`config.mk`:
```
export PLATFORM = sky130hd
export DESIGN_NAME = fhf_cpu_ctrl_flat
export DESIGN_NICKNAME = d
export VERILOG_FILES = /design/src/pkg/fhf_pkg.sv /design/src/pkg/fhf_link_if.sv /design/src/rtl/fhf_cpu_ctrl.sv /design/src/flat_wrapper.sv
export SDC_FILE = /design/constraint.sdc
export NUM_CORES = 1
export LEC_CHECK = 0
export ABC_CLOCK_PERIOD_IN_PS = 2500
export BUFFER_PORTS_ARGS = -buffer_cell sky130_fd_sc_hd__buf_2
export CAP_MARGIN = 10
export CORE_MARGIN = 2
export CORE_UTILIZATION = 38
export CTS_CLUSTER_SIZE = 20
export DETAILED_ROUTE_END_ITERATION = 6
export PLACE_DENSITY = 0.69
export SYNTH_ARGS = -nofsm -noshare
export SYNTH_HDL_FRONTEND = slang
export SYNTH_SLANG_ARGS = --single-unit
```
`constraint.sdc`:
```
create_clock -name ref_clk -period 2.5 [get_ports ref_clk]
set_clock_uncertainty 0.1 [all_clocks]
set_input_delay 0.25 -clock ref_clk [delete_from_list [all_inputs] [get_ports ref_clk]]
set_output_delay 0.25 -clock ref_clk [all_outputs]
set_load 0.01 [all_outputs]
```
`src/pkg/fhf_pkg.sv`:
```
package fhf_pkg;

    // ********************************
    // widths and register file
    // ********************************
    localparam int REG_W  = 32;             // float register width
    localparam int NREG   = 8;              // float registers
    localparam int RIDX_W = 3;              // register index width
    localparam int NSTAGE = 5;              // R1, R2, E1, E2, E3
    localparam int STG_R1 = 0;              // first read stage
    localparam int STG_R2 = 1;              // second read stage, operands taken here
    localparam int STG_E3 = 4;              // final execute stage, result written on exit

    // ********************************
    // operations
    // ********************************
    typedef enum logic [3:0] {
        OP_NOP  = 4'h0,                     // empty slot
        OP_LOAD = 4'h1,                     // dst <= data
        OP_MUL  = 4'h2,                     // float_multiply_op
        OP_ADD  = 4'h3,                     // float_add_op
        OP_MOVE = 4'h4,                     // register_move_op, src a to the cpu
        OP_RCP  = 4'h5,                     // reciprocal_estimate_op
        OP_ISQ  = 4'h6,                     // inv_sqrt_estimate_op
        OP_STW  = 4'h7                      // float_status_register <= data
    } fhf_op_e;

    // ********************************
    // float_status_register layout
    // ********************************
    localparam int         ST_LUF = 0;      // latched underflow
    localparam int         ST_LVF = 1;      // latched overflow
    localparam int         ST_W   = 2;
    localparam logic [1:0] ST_RST = 2'h0;

    // ********************************
    // timing
    // ********************************
    localparam logic [2:0] DELAY_SLOTS = 3'h3;   // slots after a multiply or add

    // ********************************
    // controller register map (apb byte addresses)
    // ********************************
    localparam logic [7:0] A_CMD     = 8'h00;
    localparam logic [7:0] A_DATA    = 8'h04;
    localparam logic [7:0] A_RESULT  = 8'h08;
    localparam logic [7:0] A_STATUS  = 8'h0C;
    localparam logic [7:0] A_IRQSTAT = 8'h10;
    localparam logic [7:0] A_IRQMASK = 8'h14;
    localparam int CMD_OP_LSB  = 0;         // cmd fields
    localparam int CMD_DST_LSB = 4;
    localparam int CMD_SA_LSB  = 8;
    localparam int CMD_SB_LSB  = 12;
    localparam int IRQ_W    = 4;            // irq status and mask layout
    localparam int IRQ_MOVE = 0;
    localparam int IRQ_LUF  = 1;
    localparam int IRQ_LVF  = 2;
    localparam int IRQ_REF  = 3;
    localparam logic [IRQ_W-1:0] IRQ_RST = 4'h0;

    // one pipeline slot
    typedef struct packed {
        logic              v;
        fhf_op_e           op;
        logic [RIDX_W-1:0] dst;
        logic [RIDX_W-1:0] sa;
        logic [RIDX_W-1:0] sb;
        logic [REG_W-1:0]  a;
        logic [REG_W-1:0]  b;
    } fhf_stage_s;

    // op writes a float register
    function automatic logic fhf_writes(input fhf_op_e op);
        return op inside {OP_LOAD, OP_MUL, OP_ADD, OP_RCP, OP_ISQ};
    endfunction

    // op is one of the two estimates
    function automatic logic fhf_is_est(input fhf_op_e op);
        return op inside {OP_RCP, OP_ISQ};
    endfunction

endpackage

```
`src/pkg/fhf_link_if.sv`:
```
`timescale 1ns/1ps
interface fhf_link_if;
    import fhf_pkg::*;
    logic              issueValid;          // cpu offers an instruction
    fhf_op_e           issueOp;
    logic [RIDX_W-1:0] issueDst;
    logic [RIDX_W-1:0] issueSrcA;
    logic [RIDX_W-1:0] issueSrcB;
    logic [REG_W-1:0]  issueData;
    logic              e3Hold;              // cpu-side stall of the final execute stage
    logic              issueAck;            // one-cycle take pulse
    logic              retireValid;         // one-cycle pulse, instruction left E3
    fhf_op_e           retireOp;
    logic [REG_W-1:0]  moveData;
    logic [ST_W-1:0]   floatStatus;         // latched flags, also the interrupt lines

    modport dev (input issueValid, issueOp, issueDst, issueSrcA, issueSrcB, issueData,
                 e3Hold, output issueAck, retireValid, retireOp, moveData, floatStatus);
    modport cpu (output issueValid, issueOp, issueDst, issueSrcA, issueSrcB, issueData,
                 e3Hold, input issueAck, retireValid, retireOp, moveData, floatStatus);
endinterface

```
`src/rtl/fhf_cpu_ctrl.sv`:
```
`timescale 1ns/1ps
module fhf_cpu_ctrl
    import fhf_pkg::*;
(
    input  wire  logic        ref_clk,
    input  wire  logic        sys_rst,
    input  wire  logic        ce,
    input  wire  logic        holdReq,
    input  wire  logic [31:0] paddr,
    input  wire  logic        psel,
    input  wire  logic        penable,
    input  wire  logic        pwrite,
    input  wire  logic [31:0] pwdata,
    output logic       [31:0] prdata,
    output logic              pready,
    output logic              pslverr,
    output logic              irq,
    fhf_link_if.cpu           lnk
);

    // ********************************
    // sequencer states
    // ********************************
    typedef enum logic [4:0] {
        S_IDLE  = 5'b00001,                 // wait for a command
        S_ISSUE = 5'b00010,                 // offer the command until taken
        S_WAIT  = 5'b00100,                 // wait for the estimate to retire
        S_REST  = 5'b01000,                 // offer the status restore
        S_DRAIN = 5'b10000                  // wait for the restore to retire
    } fhf_seq_e;

    fhf_seq_e          state;               // sequencer
    logic              cmdPend;             // a command waits to be sent
    fhf_op_e           cmdOp;               // command fields
    logic [RIDX_W-1:0] cmdDst;
    logic [RIDX_W-1:0] cmdSa;
    logic [RIDX_W-1:0] cmdSb;
    logic [REG_W-1:0]  dataReg;             // operand for loads and status writes
    logic [REG_W-1:0]  resultReg;           // last moved value
    logic [IRQ_W-1:0]  irqStat;             // sticky events
    logic [IRQ_W-1:0]  irqMask;             // enables for irq
    logic [ST_W-1:0]   savedSt;             // status pushed around an estimate
    logic [ST_W-1:0]   prevFlags;           // flags one cycle ago, for edges
    logic              estBusy;             // flag lines masked off
    logic [2:0]        slotCnt;             // delay slots still owed

    // ********************************
    // apb decode
    // ********************************
    wire        acc     = psel & penable;
    wire        apbDone = acc & pready;     // the edge where the transfer completes
    wire [7:0]  aLow    = paddr[7:0];
    wire        hiZero  = paddr[31:8] == 24'h0;
    wire        hitCmd  = hiZero & (aLow == A_CMD);
    wire        hitData = hiZero & (aLow == A_DATA);
    wire        hitRes  = hiZero & (aLow == A_RESULT);
    wire        hitStat = hiZero & (aLow == A_STATUS);
    wire        hitIrq  = hiZero & (aLow == A_IRQSTAT);
    wire        hitMask = hiZero & (aLow == A_IRQMASK);
    wire        mapped  = hitCmd | hitData | hitRes | hitStat | hitIrq | hitMask;
    // a command written while one still waits is refused with an error
    wire        badCmd  = hitCmd & pwrite & cmdPend;
    // follow the error answer already given, so accept and refuse never disagree
    wire        wrCmd   = apbDone & pwrite & hitCmd & ~pslverr;
    wire        rdIrq   = apbDone & ~pwrite & hitIrq;
    wire [31:0] rdMux   = hitCmd  ? {17'h0, cmdSb, 1'b0, cmdSa, 1'b0, cmdDst, cmdOp} :
                          hitData ? dataReg :
                          hitRes  ? resultReg :
                          hitStat ? {28'h0, estBusy, cmdPend, lnk.floatStatus} :
                          hitIrq  ? {28'h0, irqStat} :
                          hitMask ? {28'h0, irqMask} : 32'h0;

    // ********************************
    // command checks
    // ********************************
    // estimates whose data register is zero, or negative for the inverse root, are refused
    wire estOp   = fhf_is_est(cmdOp);
    wire refuse  = estOp & ((dataReg == 32'h0) |
                            (cmdOp == OP_ISQ & dataReg[REG_W-1]));
    // a move waits until the producer's delay slots are spent
    wire slotWait = (cmdOp == OP_MOVE) & (slotCnt != 3'h0);
    wire producer = lnk.issueOp inside {OP_MUL, OP_ADD};
    wire retEst   = lnk.retireValid & fhf_is_est(lnk.retireOp);
    wire retRest  = lnk.retireValid & (lnk.retireOp == OP_STW);

    // ********************************
    // interrupt events
    // ********************************
    // flag rises are not seen while an estimate's flags are unreliable
    wire [ST_W-1:0]  flagRise = lnk.floatStatus & ~prevFlags & {ST_W{~estBusy}};
    wire             moveEv   = lnk.retireValid & (lnk.retireOp == OP_MOVE);
    wire             refEv    = (state == S_IDLE) & cmdPend & refuse;
    wire [IRQ_W-1:0] setEv    = {refEv, flagRise[ST_LVF], flagRise[ST_LUF], moveEv};
    // a read clears only the bits it returned; an event landing after the
    // data was captured would otherwise be lost
    wire [IRQ_W-1:0] keep     = rdIrq ? (irqStat & ~prdata[IRQ_W-1:0]) : irqStat;

    // ********************************
    // apb slave: answer one cycle into the access phase
    // ********************************
    always_ff @(posedge ref_clk) begin
        if (sys_rst) begin
            pready  <= 1'b0;
            pslverr <= 1'b0;
            prdata  <= 32'h0;
        end else if (ce) begin
            pready  <= acc & ~pready;
            pslverr <= acc & ~pready & (~mapped | badCmd);
            prdata  <= (acc & ~pready & ~pwrite) ? rdMux : 32'h0;
        end
    end

    // ********************************
    // software registers and events
    // ********************************
    always_ff @(posedge ref_clk) begin
        if (sys_rst) begin
            dataReg   <= 32'h0;
            resultReg <= 32'h0;
            irqStat   <= IRQ_RST;
            irqMask   <= IRQ_RST;
            prevFlags <= ST_RST;
            irq       <= 1'b0;
        end else if (ce) begin
            if (apbDone && pwrite && hitData) begin
                dataReg <= pwdata;
            end
            if (apbDone && pwrite && hitMask) begin
                irqMask <= pwdata[IRQ_W-1:0];
            end
            if (moveEv) begin
                resultReg <= lnk.moveData;
            end
            // pending bits are only released by reading the whole register
            irqStat   <= keep | setEv;
            prevFlags <= lnk.floatStatus;
            irq       <= |(irqStat & irqMask);
        end
    end

    // ********************************
    // sequencer
    // ********************************
    // an estimate runs as push status, mask lines, issue, restore, unmask
    always_ff @(posedge ref_clk) begin
        if (sys_rst) begin
            state          <= S_IDLE;
            cmdPend        <= 1'b0;
            cmdOp          <= OP_NOP;
            cmdDst         <= 3'h0;
            cmdSa          <= 3'h0;
            cmdSb          <= 3'h0;
            savedSt        <= ST_RST;
            estBusy        <= 1'b0;
            slotCnt        <= 3'h0;
            lnk.issueValid <= 1'b0;
            lnk.issueOp    <= OP_NOP;
            lnk.issueDst   <= 3'h0;
            lnk.issueSrcA  <= 3'h0;
            lnk.issueSrcB  <= 3'h0;
            lnk.issueData  <= 32'h0;
            lnk.e3Hold     <= 1'b0;
        end else if (ce) begin
            lnk.e3Hold <= holdReq;
            if (slotCnt != 3'h0) begin
                slotCnt <= slotCnt - 3'h1;
            end
            if (wrCmd) begin
                cmdPend <= 1'b1;
                cmdOp   <= fhf_op_e'(pwdata[CMD_OP_LSB +: 4]);
                cmdDst  <= pwdata[CMD_DST_LSB +: RIDX_W];
                cmdSa   <= pwdata[CMD_SA_LSB +: RIDX_W];
                cmdSb   <= pwdata[CMD_SB_LSB +: RIDX_W];
            end
            case (state)
                S_IDLE: begin
                    if (cmdPend && refuse) begin
                        cmdPend <= 1'b0;
                    end else if (cmdPend && !slotWait) begin
                        if (estOp) begin
                            savedSt <= lnk.floatStatus;
                            estBusy <= 1'b1;
                        end
                        lnk.issueValid <= 1'b1;
                        lnk.issueOp    <= cmdOp;
                        lnk.issueDst   <= cmdDst;
                        lnk.issueSrcA  <= cmdSa;
                        lnk.issueSrcB  <= cmdSb;
                        lnk.issueData  <= dataReg;
                        state          <= S_ISSUE;
                    end
                end
                S_ISSUE: begin
                    if (lnk.issueAck) begin
                        lnk.issueValid <= 1'b0;
                        cmdPend        <= 1'b0;
                        if (producer) begin
                            slotCnt <= DELAY_SLOTS;
                        end
                        state <= fhf_is_est(lnk.issueOp) ? S_WAIT : S_IDLE;
                    end
                end
                S_WAIT: begin
                    // the estimate's flags are overwritten with the saved copy
                    if (retEst) begin
                        lnk.issueValid <= 1'b1;
                        lnk.issueOp    <= OP_STW;
                        lnk.issueData  <= {30'h0, savedSt};
                        state          <= S_REST;
                    end
                end
                S_REST: begin
                    if (lnk.issueAck) begin
                        lnk.issueValid <= 1'b0;
                        state          <= S_DRAIN;
                    end
                end
                S_DRAIN: begin
                    // lines are listened to again only once the flags are put back
                    if (retRest) begin
                        estBusy <= 1'b0;
                        state   <= S_IDLE;
                    end
                end
                default: begin
                    state <= S_IDLE;
                end
            endcase
        end
    end

endmodule

```
`src/flat_wrapper.sv`:
```
// flat-port wrapper written by rule: the top's interface ports become plain ports
module fhf_cpu_ctrl_flat import fhf_pkg::*;
  (ref_clk, sys_rst, ce, holdReq, paddr, psel, penable, pwrite, pwdata, prdata, pready, pslverr, irq, lnk_issueValid, lnk_issueOp, lnk_issueDst, lnk_issueSrcA, lnk_issueSrcB, lnk_issueData, lnk_e3Hold, lnk_issueAck, lnk_retireValid, lnk_retireOp, lnk_moveData, lnk_floatStatus);
  fhf_link_if lnk_i ();
  input  wire  logic ref_clk;
  input  wire  logic sys_rst;
  input  wire  logic ce;
  input  wire  logic holdReq;
  input  wire  logic [31:0] paddr;
  input  wire  logic psel;
  input  wire  logic penable;
  input  wire  logic pwrite;
  input  wire  logic [31:0] pwdata;
  output logic       [31:0] prdata;
  output logic pready;
  output logic pslverr;
  output logic irq;
  output wire logic [$bits(lnk_i.issueValid)-1:0] lnk_issueValid;
  output wire logic [$bits(lnk_i.issueOp)-1:0] lnk_issueOp;
  output wire logic [$bits(lnk_i.issueDst)-1:0] lnk_issueDst;
  output wire logic [$bits(lnk_i.issueSrcA)-1:0] lnk_issueSrcA;
  output wire logic [$bits(lnk_i.issueSrcB)-1:0] lnk_issueSrcB;
  output wire logic [$bits(lnk_i.issueData)-1:0] lnk_issueData;
  output wire logic [$bits(lnk_i.e3Hold)-1:0] lnk_e3Hold;
  input wire logic [$bits(lnk_i.issueAck)-1:0] lnk_issueAck;
  input wire logic [$bits(lnk_i.retireValid)-1:0] lnk_retireValid;
  input wire logic [$bits(lnk_i.retireOp)-1:0] lnk_retireOp;
  input wire logic [$bits(lnk_i.moveData)-1:0] lnk_moveData;
  input wire logic [$bits(lnk_i.floatStatus)-1:0] lnk_floatStatus;
  assign lnk_issueValid = lnk_i.issueValid;
  assign lnk_issueOp = lnk_i.issueOp;
  assign lnk_issueDst = lnk_i.issueDst;
  assign lnk_issueSrcA = lnk_i.issueSrcA;
  assign lnk_issueSrcB = lnk_i.issueSrcB;
  assign lnk_issueData = lnk_i.issueData;
  assign lnk_e3Hold = lnk_i.e3Hold;
  assign lnk_i.issueAck = lnk_issueAck;
  assign lnk_i.retireValid = lnk_retireValid;
  assign lnk_i.retireOp = lnk_retireOp;
  assign lnk_i.moveData = lnk_moveData;
  assign lnk_i.floatStatus = lnk_floatStatus;
  fhf_cpu_ctrl u_core (.ref_clk(ref_clk), .sys_rst(sys_rst), .ce(ce), .holdReq(holdReq), .paddr(paddr), .psel(psel), .penable(penable), .pwrite(pwrite), .pwdata(pwdata), .prdata(prdata), .pready(pready), .pslverr(pslverr), .irq(irq), .lnk(lnk_i));
endmodule
```
==> flow_summary.toml, run 1 <==
[finish]
antenna_cells = 0
drive_above_1_share_pct = 23.5
stdcell_area_sq_um = 10100
fin_nets = 1258
syn2layout_area_growth_pct = 33.7

[die]
core_area_sq_um = 19500
die_area_sq_um = 21100
rows = 51
initial_core_util_pct = 38.8
die_height_um = 145
die_w_um = 145
boundaryPins = 193

[routing]
vias = 7491
vias_per_cell = 5.26
drt-total-wl_mm = 24.2
drt_iter0_drc = 409
ant_nets = 0
drc = 3
post_drt_wl_per_cell_um = 17.0
firstDrtPassIters = 7

[setup_path]
arrival_ns = 2.61
cp_data_required_time_ns = 2.77
worst-path-stages = 7
critPathKind = "reg2reg"
slowest_delay_ns = 0.52
crit_top_cell = "nor2_1"
critPathCaptureType = "flop"
cp_num_buf_inv = 1
worst_setup_path_start_kind = "flop"
crit_chain = "or4b_4 > nor2_1 > and3_2 > a211o_1 > buf_4 > a22oi_1 > nor2_1"
path_delay_family = "simple AND/OR/NAND/NOR gates"
cp_max_fo = 15
crit_slowest_cell = "or4b_4"
reg2regPathDepth = 7

[flow_run]
maxCapViolations = 0

[sta]
rsz0062_at_grt = "no"
relSlewSlack_pct = 62.3
finalCritPeriodShare_pct = 93.9
setup_violations = 0
finalMaxSlewViolations = 0
min_period_ns = 2.35
fmaxAchievable_mhz = 426
hold_violations = 0
tightestPinTransition_ns = 0.560
tns_ns = 0

[yosys]
synth_area_sq_um = 7570
synth_top_area_cell = "dfxtp_1"
syn_avg_cell_area_sq_um = 8.42
syn_nets = 1013
synth_area_leaders = "dfxtp_1 (48%), nand2_1 (7.8%), a21oi_1 (5.9%), nor2_1 (5.6%), a22oi_1 (5.4%)"
yosysTopAreaCellShare_pct = 47.8
yosys_warnings = 0
async_flop_share_pct = 0
synth_ff_type = "dfxtp_1"
netlist-cell-type-count = 60
synth_edf_count = 0
ys_ff_latch = 181
yosysSeqAreaShare_pct = 47.8
netlist_instances = 900

[status]
status = "finished with violations"
violations = "DRC"

[pwr]
power_per_cell_area_nw_per_um2 = 604
p_leak_nw = 4.04
peakVddDrop_v = 0.000468

[clock_network]
ctsResizeCount = 0
cts_sinks = 181
root_buffer = "clkbuf_16"
cts_tree = "done"
cts_made_buffers = 17
path_clk_slew_ns = 0.07
insertion_delay_ns = 0.44
htreeDepth = 4
cts.path.max_buffers = 2

[global_routing]
grt-ovfl-total = 0
antenna_found_initial = 0
use_met3_pct = 6.23
grtUsageMet2_pct = 36.2
grt_pass1_vias = 7228
grt_max_degree = 55
grtUsageTotal_pct = 22.8
grt_use_met1_pct = 30.1
busiest_layer = "met2"
grt_pass1_wl_mm = 38.3

[place]
dp_hpwl_mm = 16.4
place.gp.congestion = 0.852
portBuffers = 192
dpl_cell_area_sq_um = 8920

[min_path]
hold_depth = 3
hold_path_class = "in2reg"
[logic make-up after synthesis]
family	after synthesis	share of synthesized area, %
AO/OA/AOI/OAI	230	19.9
XOR/XNOR	4	0.463
adder cells (fa/ha/maj)	2	0.330
buffers and inverters	88	5.10
flip-flops	181	47.8
multiplexers	42	5.60
AND/OR/NAND/NOR	353	20.7
[area by class of cell]
type | count | area (sq um)
Clock buffer | 17 | 425
Clock inverter | 15 | 134
Fill cell | 1852 | 9400
Inverter | 24 | 90.1
Multi-Input combinational cell | 631 | 3570
Sequential cell | 181 | 3620
Tap cell | 265 | 332
Timing Repair Buffer | 290 | 1950
[power by group]
group | switching (mW) | internal [mW]
Clock | 1.26 | 1.31
Combinational | 0.325 | 0.273
Sequential | 0.0227 | 2.92
[final timing paths]
check,from,to,slack (ns)
setup / recovery,u_core.state[0],u_core.lnk.issueData[21],0.15
hold / removal,lnk_floatStatus[0],u_core.irqStat[1],0.01
setup reg to reg,u_core.state[0],u_core.lnk.issueData[21],0.15
hold reg to reg,u_core.prdata[8],u_core.prdata[8],0.35
[cells in the final DEF, fill, tap and decap left out, types with 4 or more instances in the layout]
cell type and count:
dfxtp_1 181, inv_6 5, nand3b_1 8, nand2b_1 9, nor2_1 111, o221ai_1 7
o22ai_1 4, and3_1 4, o31ai_1 7, nand4_1 4, buf_2 191, nor4_1 19
clkbuf_16 17, a22oi_1 54, a22o_1 20, buf_4 27, o21ai_0 26, buf_12 7
mux2i_1 39, nand2_1 157, a21oi_1 89, dlygate4sd3_1 65, nor3_1 7, inv_1 23
nand3_1 11
[flip-flops by register name, indices dropped and copies added, names as in the netlist, 4 cells and up]
register and count:
u_core.state 5, u_core.irqMask 4, u_core.resultReg 32, u_core.lnk.issueData 32
u_core.lnk.issueOp 4, u_core.cmdOp 4, u_core.irqStat 4, u_core.prdata 32
u_core.dataReg 32
[per-layer routing]
layer,up-vias,part of all wire [%]
met4,0,2.3
met5,-,0
met1,3514,44
met2,291,46
li1,3642,-
met3,44,7.6
[worst reg2reg max path: cells and delay by family (launching register included)]
family / cells / cell delay [ns]
compound gates: 2 / 0.35
buf+inv: 1 / 0.28
flops: 1 / 0.41
simple gates: 4 / 1.15
[metrics by stage]
step                      instances  power, mW  util [%]  setup WS, ns  hold WS (ns)
final                          1423       6.12      51.9         0.153        0.0106
after detailed placement       1326       3.52      45.7         0.210         0.342
after global placement         1326       3.52      45.7         0.255         0.333
after global routing           1423       6.34      51.9        0.0172        0.0129
after floorplan                 900       3.30         -         0.411         0.286
after CTS                      1423       6.16      51.9         0.193       0.00233
[cell usage after synthesis, drive strengths merged, types with 3 or more instances]
master	number
nand2	157
dfxtp	181
or2	3
and3	5
clkbuf	42
o22ai	4
a211oi	3
nor4	20
nor3	9
inv	23
buf	22
o221ai	7
mux2i	39
o31ai	7
a31oi	3
o21a	3
nor2	112
a221oi	3
nand3	11
a22o	20
a21oi	89
mux2	3
a22oi	54
nand4	4
xnor2	3
o21ai	27
nand2b	9
nand3b	8
[repair_timing]
item / 4_1_cts / 5_1_grt
endpoints found under the setup margin: 0 / 0
hold endpoints to repair: 74 / 0
hold buffers: 65 / 0
setup buffers: 0 / 0
No activity file was read; power rests on OpenSTA's default activity.
==> inputs of run 2 (changes only) <==
- BUFFER_PORTS_ARGS: -buffer_cell sky130_fd_sc_hd__buf_2 -> -buffer_cell sky130_fd_sc_hd__clkbuf_2
==> run 2 against run 1 <==
Critical endpoint is now u_core.lnk.issueData[14]. The flow now finishes without violations. Worst setup slack improved by 0.012 ns. First-iteration DRC count is 24% higher. Highest routed layer unchanged. Critical path depth increased by 1. Sequential power barely moved. Flip-flop and latch count did not move. Total power decreased by 0.33%.
==> flow_summary.toml, run 2 (synthesized netlist as in run 1, its figures left out) <==
[finish]
drive_above_1_share_pct = 23.4
antenna_cells = 0
final_common_cell = "clkbuf_2"
fillers = 1855
seqCellArea_sq_um = 3620
syn2layout_area_growth_pct = 33.6
final_cell_mix = "clkbuf_2 (191), dfxtp_1 (181), nand2_1 (157)"
multi_input_area_sq_um = 3570
fin_nets = 1259

[clock_network]
path_clk_slew_ns = 0.07
cts_tree = "done"
root_buffer = "clkbuf_16"
cts_made_buffers = 17
htreeDepth = 4
cts.path.max_buffers = 2
insertion_delay_ns = 0.43
cts_sinks = 181
cts_setup_buffers = 0

[routing]
vias = 7379
drt-total-wl_mm = 23.7
drt_iter0_drc = 507
firstDrtPassIters = 5
post_drt_wl_per_cell_um = 16.6
ant_nets = 0
vias_per_cell = 5.18
drc = 0

[die]
initial_core_util_pct = 38.8
core_area_sq_um = 19500
die_height_um = 145
die_w_um = 145
die_area_sq_um = 21100
boundaryPins = 193
rows = 51

[sta]
min_period_ns = 2.34
rsz0062_at_grt = "no"
worst_slack_ns = 0.165
relSlewSlack_pct = 51.1
fmaxAchievable_mhz = 428
hold_violations = 0
tns_ns = 0
finalCritPeriodShare_pct = 93.4
tightestPinTransition_ns = 0.734
setup_violations = 0
finalMaxSlewViolations = 0

[pwr]
p_int_mw = 4.58
power.switching_mw = 1.51
pwr-share-comb_pct = 9.8
power.share.switching_pct = 24.8
power_frac_seq_pct = 48.3
peakVddDrop_v = 0.000518
clkPwrFrac_pct = 42.0
p_leak_nw = 3.98
power_per_cell_area_nw_per_um2 = 602

[global_routing]
grtUsageTotal_pct = 22.6
grt_max_degree = 70
grt-ovfl-total = 0
antenna_found_initial = 0
grt_pass1_vias = 7134
grt_pass1_wl_mm = 38.1

[min_path]
hold_path_class = "in2reg"

[setup_path]
critPathCaptureType = "flop"
arrival_ns = 2.60
cp_max_fo = 13
cp_data_required_time_ns = 2.76
worst_setup_path_start_kind = "flop"
critPathKind = "reg2reg"

[status]
status = "complete, no violations"

[place]
place.gp.congestion = 0.845
dp_hpwl_mm = 16.1
preCtsSetupSlack_ns = 0.133
portBuffers = 192

[flow_run]
maxCapViolations = 0
[run 2: cell types whose count changed in the layout (fill, tap and decap cells not counted), moves of 2 or more]
cell,previous run,this run
clkinvlp_4,1,3
inv_6,5,3
buf_2,191,0
clkbuf_2,0,191
inv_8,3,0
buf_4,27,30
clkbuf_1,0,3
[run 2: through the flow]
stage	hold WS [ns]	power, mW	area, sq um	util, %	std cells
floorplan	0.286	3.30	7570	-	900
global placement	0.332	3.52	8920	45.7	1328
detailed placement	0.335	3.52	8920	45.7	1328
CTS	0.00602	6.15	10100	51.8	1424
global route	0.0215	6.34	10100	51.8	1424
finish	0.0121	6.10	10100	51.8	1424
[run 2: path summary, 6_finish.rpt]
check                   startpoint                       end  slack, ns  depth (start not counted)
max                u_core.state[1]  u_core.lnk.issueData[14]       0.16                          8
min             lnk_floatStatus[1]         u_core.irqStat[2]       0.01                          3
max reg2reg        u_core.state[1]  u_core.lnk.issueData[14]       0.16                          8
min reg2reg  u_core.lnk.issueValid     u_core.lnk.issueValid       0.35                          2
[run 2: what timing repair did]
item                                   4_1_cts  5_1_grt
endpoints found under the hold margin       74        0
hold buffers                                64        0
gates resized for setup                      0        0
[run 2: power groups by stage]
stage / combinational [mW] / clock (mW) / sequential, mW
5_1_grt: 0.661 / 2.74 / 2.95
6_report: 0.596 / 2.56 / 2.94
2_1_floorplan: 0.295 / 0 / 3.01
3_3_place_gp: 0.513 / 0 / 3.01
4_1_cts: 0.596 / 2.61 / 2.94
3_5_place_dp: 0.514 / 0 / 3.01
[run 2: cell type report]
cell class | instances | share of cell area (%)
Timing Repair Buffer | 291 | 19.2
Tap cell | 265 | 3.28
Sequential cell | 181 | 35.8
Clock inverter | 12 | 1.21
Multi-Input combinational cell | 631 | 35.3
Clock buffer | 20 | 4.32
Inverter | 24 | 0.890
[run 2: routing by layer]
layer / vias up / part of all wire [%] / wire, um / track usage [%]
li1: 3649 / - / - / -
met1: 3459 / 45 / 10700 / 29.9
met2: 242 / 47 / 11000 / 36.9
met3: 29 / 6.8 / 1610 / 6.01
met4: 0 / 1.5 / 352 / 5.69
met5: - / 0 / 0 / 0
[run 2: critical path, stage by stage (launching register included)]
cell and delay (ns):
dfxtp_1 0.36, or4b_4 0.58, nor2_1 0.23, and3_2 0.29, a211o_1 0.21, buf_12 0.17, buf_12 0.14, a22oi_1 0.06
nor2_1 0.11
==> inputs of run 3 (changes only) <==
- ABC_CLOCK_PERIOD_IN_PS: 2500 -> 2700
- GPL_TIMING_DRIVEN: not set -> 0
- clock period: 2.5 -> 2.7 ns (I/O delays scaled with it)
==> run 3 against run 2 <==
Sequential power decreased by 7.5%. Global-route usage increased by 1.4 points. Non-clock buffer count increased by 27. Worst hold slack got worse by 0.0061 ns. Combinational power decreased by 5.9%. Total power decreased by 4.5%. Sequential share of layout area increased by 0.093 points. Cell count increased by 2.0%. Register-to-register slack improved by 0.02 ns. Cell area decreased by 0.26%. Count of clock-buffer cells in the layout increased by 1. Wire length increased by 8.1%. Critical path type unchanged. Critical endpoint is now u_core.lnk.issueData[27]. Largest power group unchanged.
==> flow_summary.toml, run 3 (synthesized netlist as in run 1, its figures left out) <==
[status]
status = "complete, no violations"

[routing]
ant_nets = 0
drc = 0
vias_per_cell = 5.32
drt-total-wl_mm = 25.6
post_drt_wl_per_cell_um = 17.6
firstDrtPassIters = 5
vias = 7724
drt_iter0_drc = 658

[min_path]
min_to = "u_core.dataReg[3]"
hold_depth = 3
min_from = "pwdata[3]"
hold_path_class = "in2reg"

[finish]
fillers = 1914
syn2layout_area_growth_pct = 33.3
stdcell_area_sq_um = 10100
final_common_cell = "clkbuf_2"
final_cells = 1452
fin_nets = 1286
drive_above_1_share_pct = 21.3
final_cell_mix = "clkbuf_2 (190), dfxtp_1 (181), nand2_1 (157)"

[die]
rows = 51
die_height_um = 145
die_area_sq_um = 21100
die_w_um = 145
initial_core_util_pct = 38.8
core_area_sq_um = 19500
boundaryPins = 193

[pwr]
pwr-share-comb_pct = 9.6
peakVddDrop_v = 0.000468
clkPwrFrac_pct = 43.6
power.switching_mw = 1.46
p_int_mw = 4.36
power_frac_seq_pct = 46.8
power.share.switching_pct = 25.1
p_leak_nw = 3.93
power_mw = 5.82
power_per_cell_area_nw_per_um2 = 577

[sta]
min_period_ns = 2.52
hold_violations = 0
tightestPinTransition_ns = 0.762
relSlewSlack_pct = 49.2
finalMaxSlewViolations = 0
finalCritPeriodShare_pct = 93.2
setup_violations = 0
rsz0062_at_grt = "no"
fmaxAchievable_mhz = 397

[global_routing]
grtUsageTotal_pct = 24.0
grt_pass1_vias = 7350
grt-ovfl-total = 0
grt_pass1_wl_mm = 39.7
antenna_found_initial = 1
grt_max_degree = 17

[place]
place_inst = 1355
dp_hpwl_mm = 18.8
dpl_cell_area_sq_um = 8860
place.gp.congestion = 0.874
portBuffers = 190

[setup_path]
worstReg2RegEnd = "u_core.lnk.issueData[27]"
worst-r2r-setup-slack_ns = 0.18
critPathKind = "reg2reg"
reg2regPathDepth = 7
arrival_ns = 2.72
worst_setup_path_start_kind = "flop"
cp_data_required_time_ns = 2.90
rr_startpoint = "u_core.dataReg[17]"
cp_max_fo = 10
critPathCaptureType = "flop"

[clock_network]
insertion_delay_ns = 0.44
root_buffer = "clkbuf_16"
cts_made_buffers = 17
cts_tree = "done"
htreeDepth = 4
cts_setup_buffers = 0
cts.path.max_buffers = 2
path_clk_slew_ns = 0.07
cts_sinks = 181

[flow_run]
maxCapViolations = 0
==> run 3: power groups by stage <==
stage                     clock network (mW)  logic [mW]  registers [mW]
after floorplan                            0       0.273            2.78
final                                   2.54       0.561            2.72
after global routing                    2.66       0.614            2.73
after global placement                     0       0.479            2.78
after CTS                               2.56       0.560            2.72
after detailed placement                   0       0.483            2.79
==> run 3: final cells by class <==
cell class | instances | area [sq um] | area share, %
antenna | 1 | 2.50 | 0.0248
buffer | 64 | 297 | 2.94
clock buffer | 21 | 450 | 4.46
clock inverter | 11 | 139 | 1.38
inverter | 24 | 90.1 | 0.893
multi-input combinational | 631 | 3570 | 35.4
sequential | 181 | 3620 | 35.9
tap | 265 | 332 | 3.28
timing repair buffer | 254 | 1590 | 15.8
==> run 3: metal layers <==
layer / share of wire (%) / vias up / global-route usage (%)
li1: - / 3701 / -
met1: 45 / 3644 / 32.3
met2: 45 / 336 / 38.5
met3: 7.3 / 43 / 4.47
met4: 2.5 / 0 / 8.68
met5: 0 / - / 0
==> run 3: worst max path at each step <==
stage | from | to | cells past startpoint
6_report | u_core.dataReg[17] | u_core.lnk.issueData[27] | 7
5_1_grt | u_core.slotCnt[0] | u_core.lnk.issueData[11] | 9
4_1_cts | u_core.dataReg[17] | u_core.lnk.issueData[27] | 7
3_5_place_dp | u_core.dataReg[17] | u_core.lnk.issueData[22] | 7
3_3_place_gp | u_core.dataReg[17] | u_core.lnk.issueData[12] | 7
2_1_floorplan | u_core.state[1] | u_core.lnk.issueDst[0] | 6
==> run 3: through the flow <==
stage	TNS [ns]	setup slack [ns]	utilization, %	hold WS (ns)
global placement	-1.19	-0.0685	45.4	0.334
global route	0	0.0714	51.7	0.0279
finish	0	0.184	51.7	0.00601
CTS	0	0.134	51.7	0.00567
detailed placement	-1.04	-0.0609	45.4	0.346
floorplan	0	0.611	-	0.306
==> run 3: critical path, stage by stage (launching register included) <==
cell      delay, ns
dfxtp_1        0.35
nor4_1         0.55
nand4_1        0.33
o21ai_2        0.36
a211oi_4       0.18
buf_2          0.24
a22oi_1        0.22
nor2_1         0.05
==> run 3: what timing repair did <==
action                                 in CTS  in global routing
gates resized for setup                     1                  1
hold buffers                               64                  0
endpoints found under the hold margin      70                  0
setup endpoints to repair                  34                  8
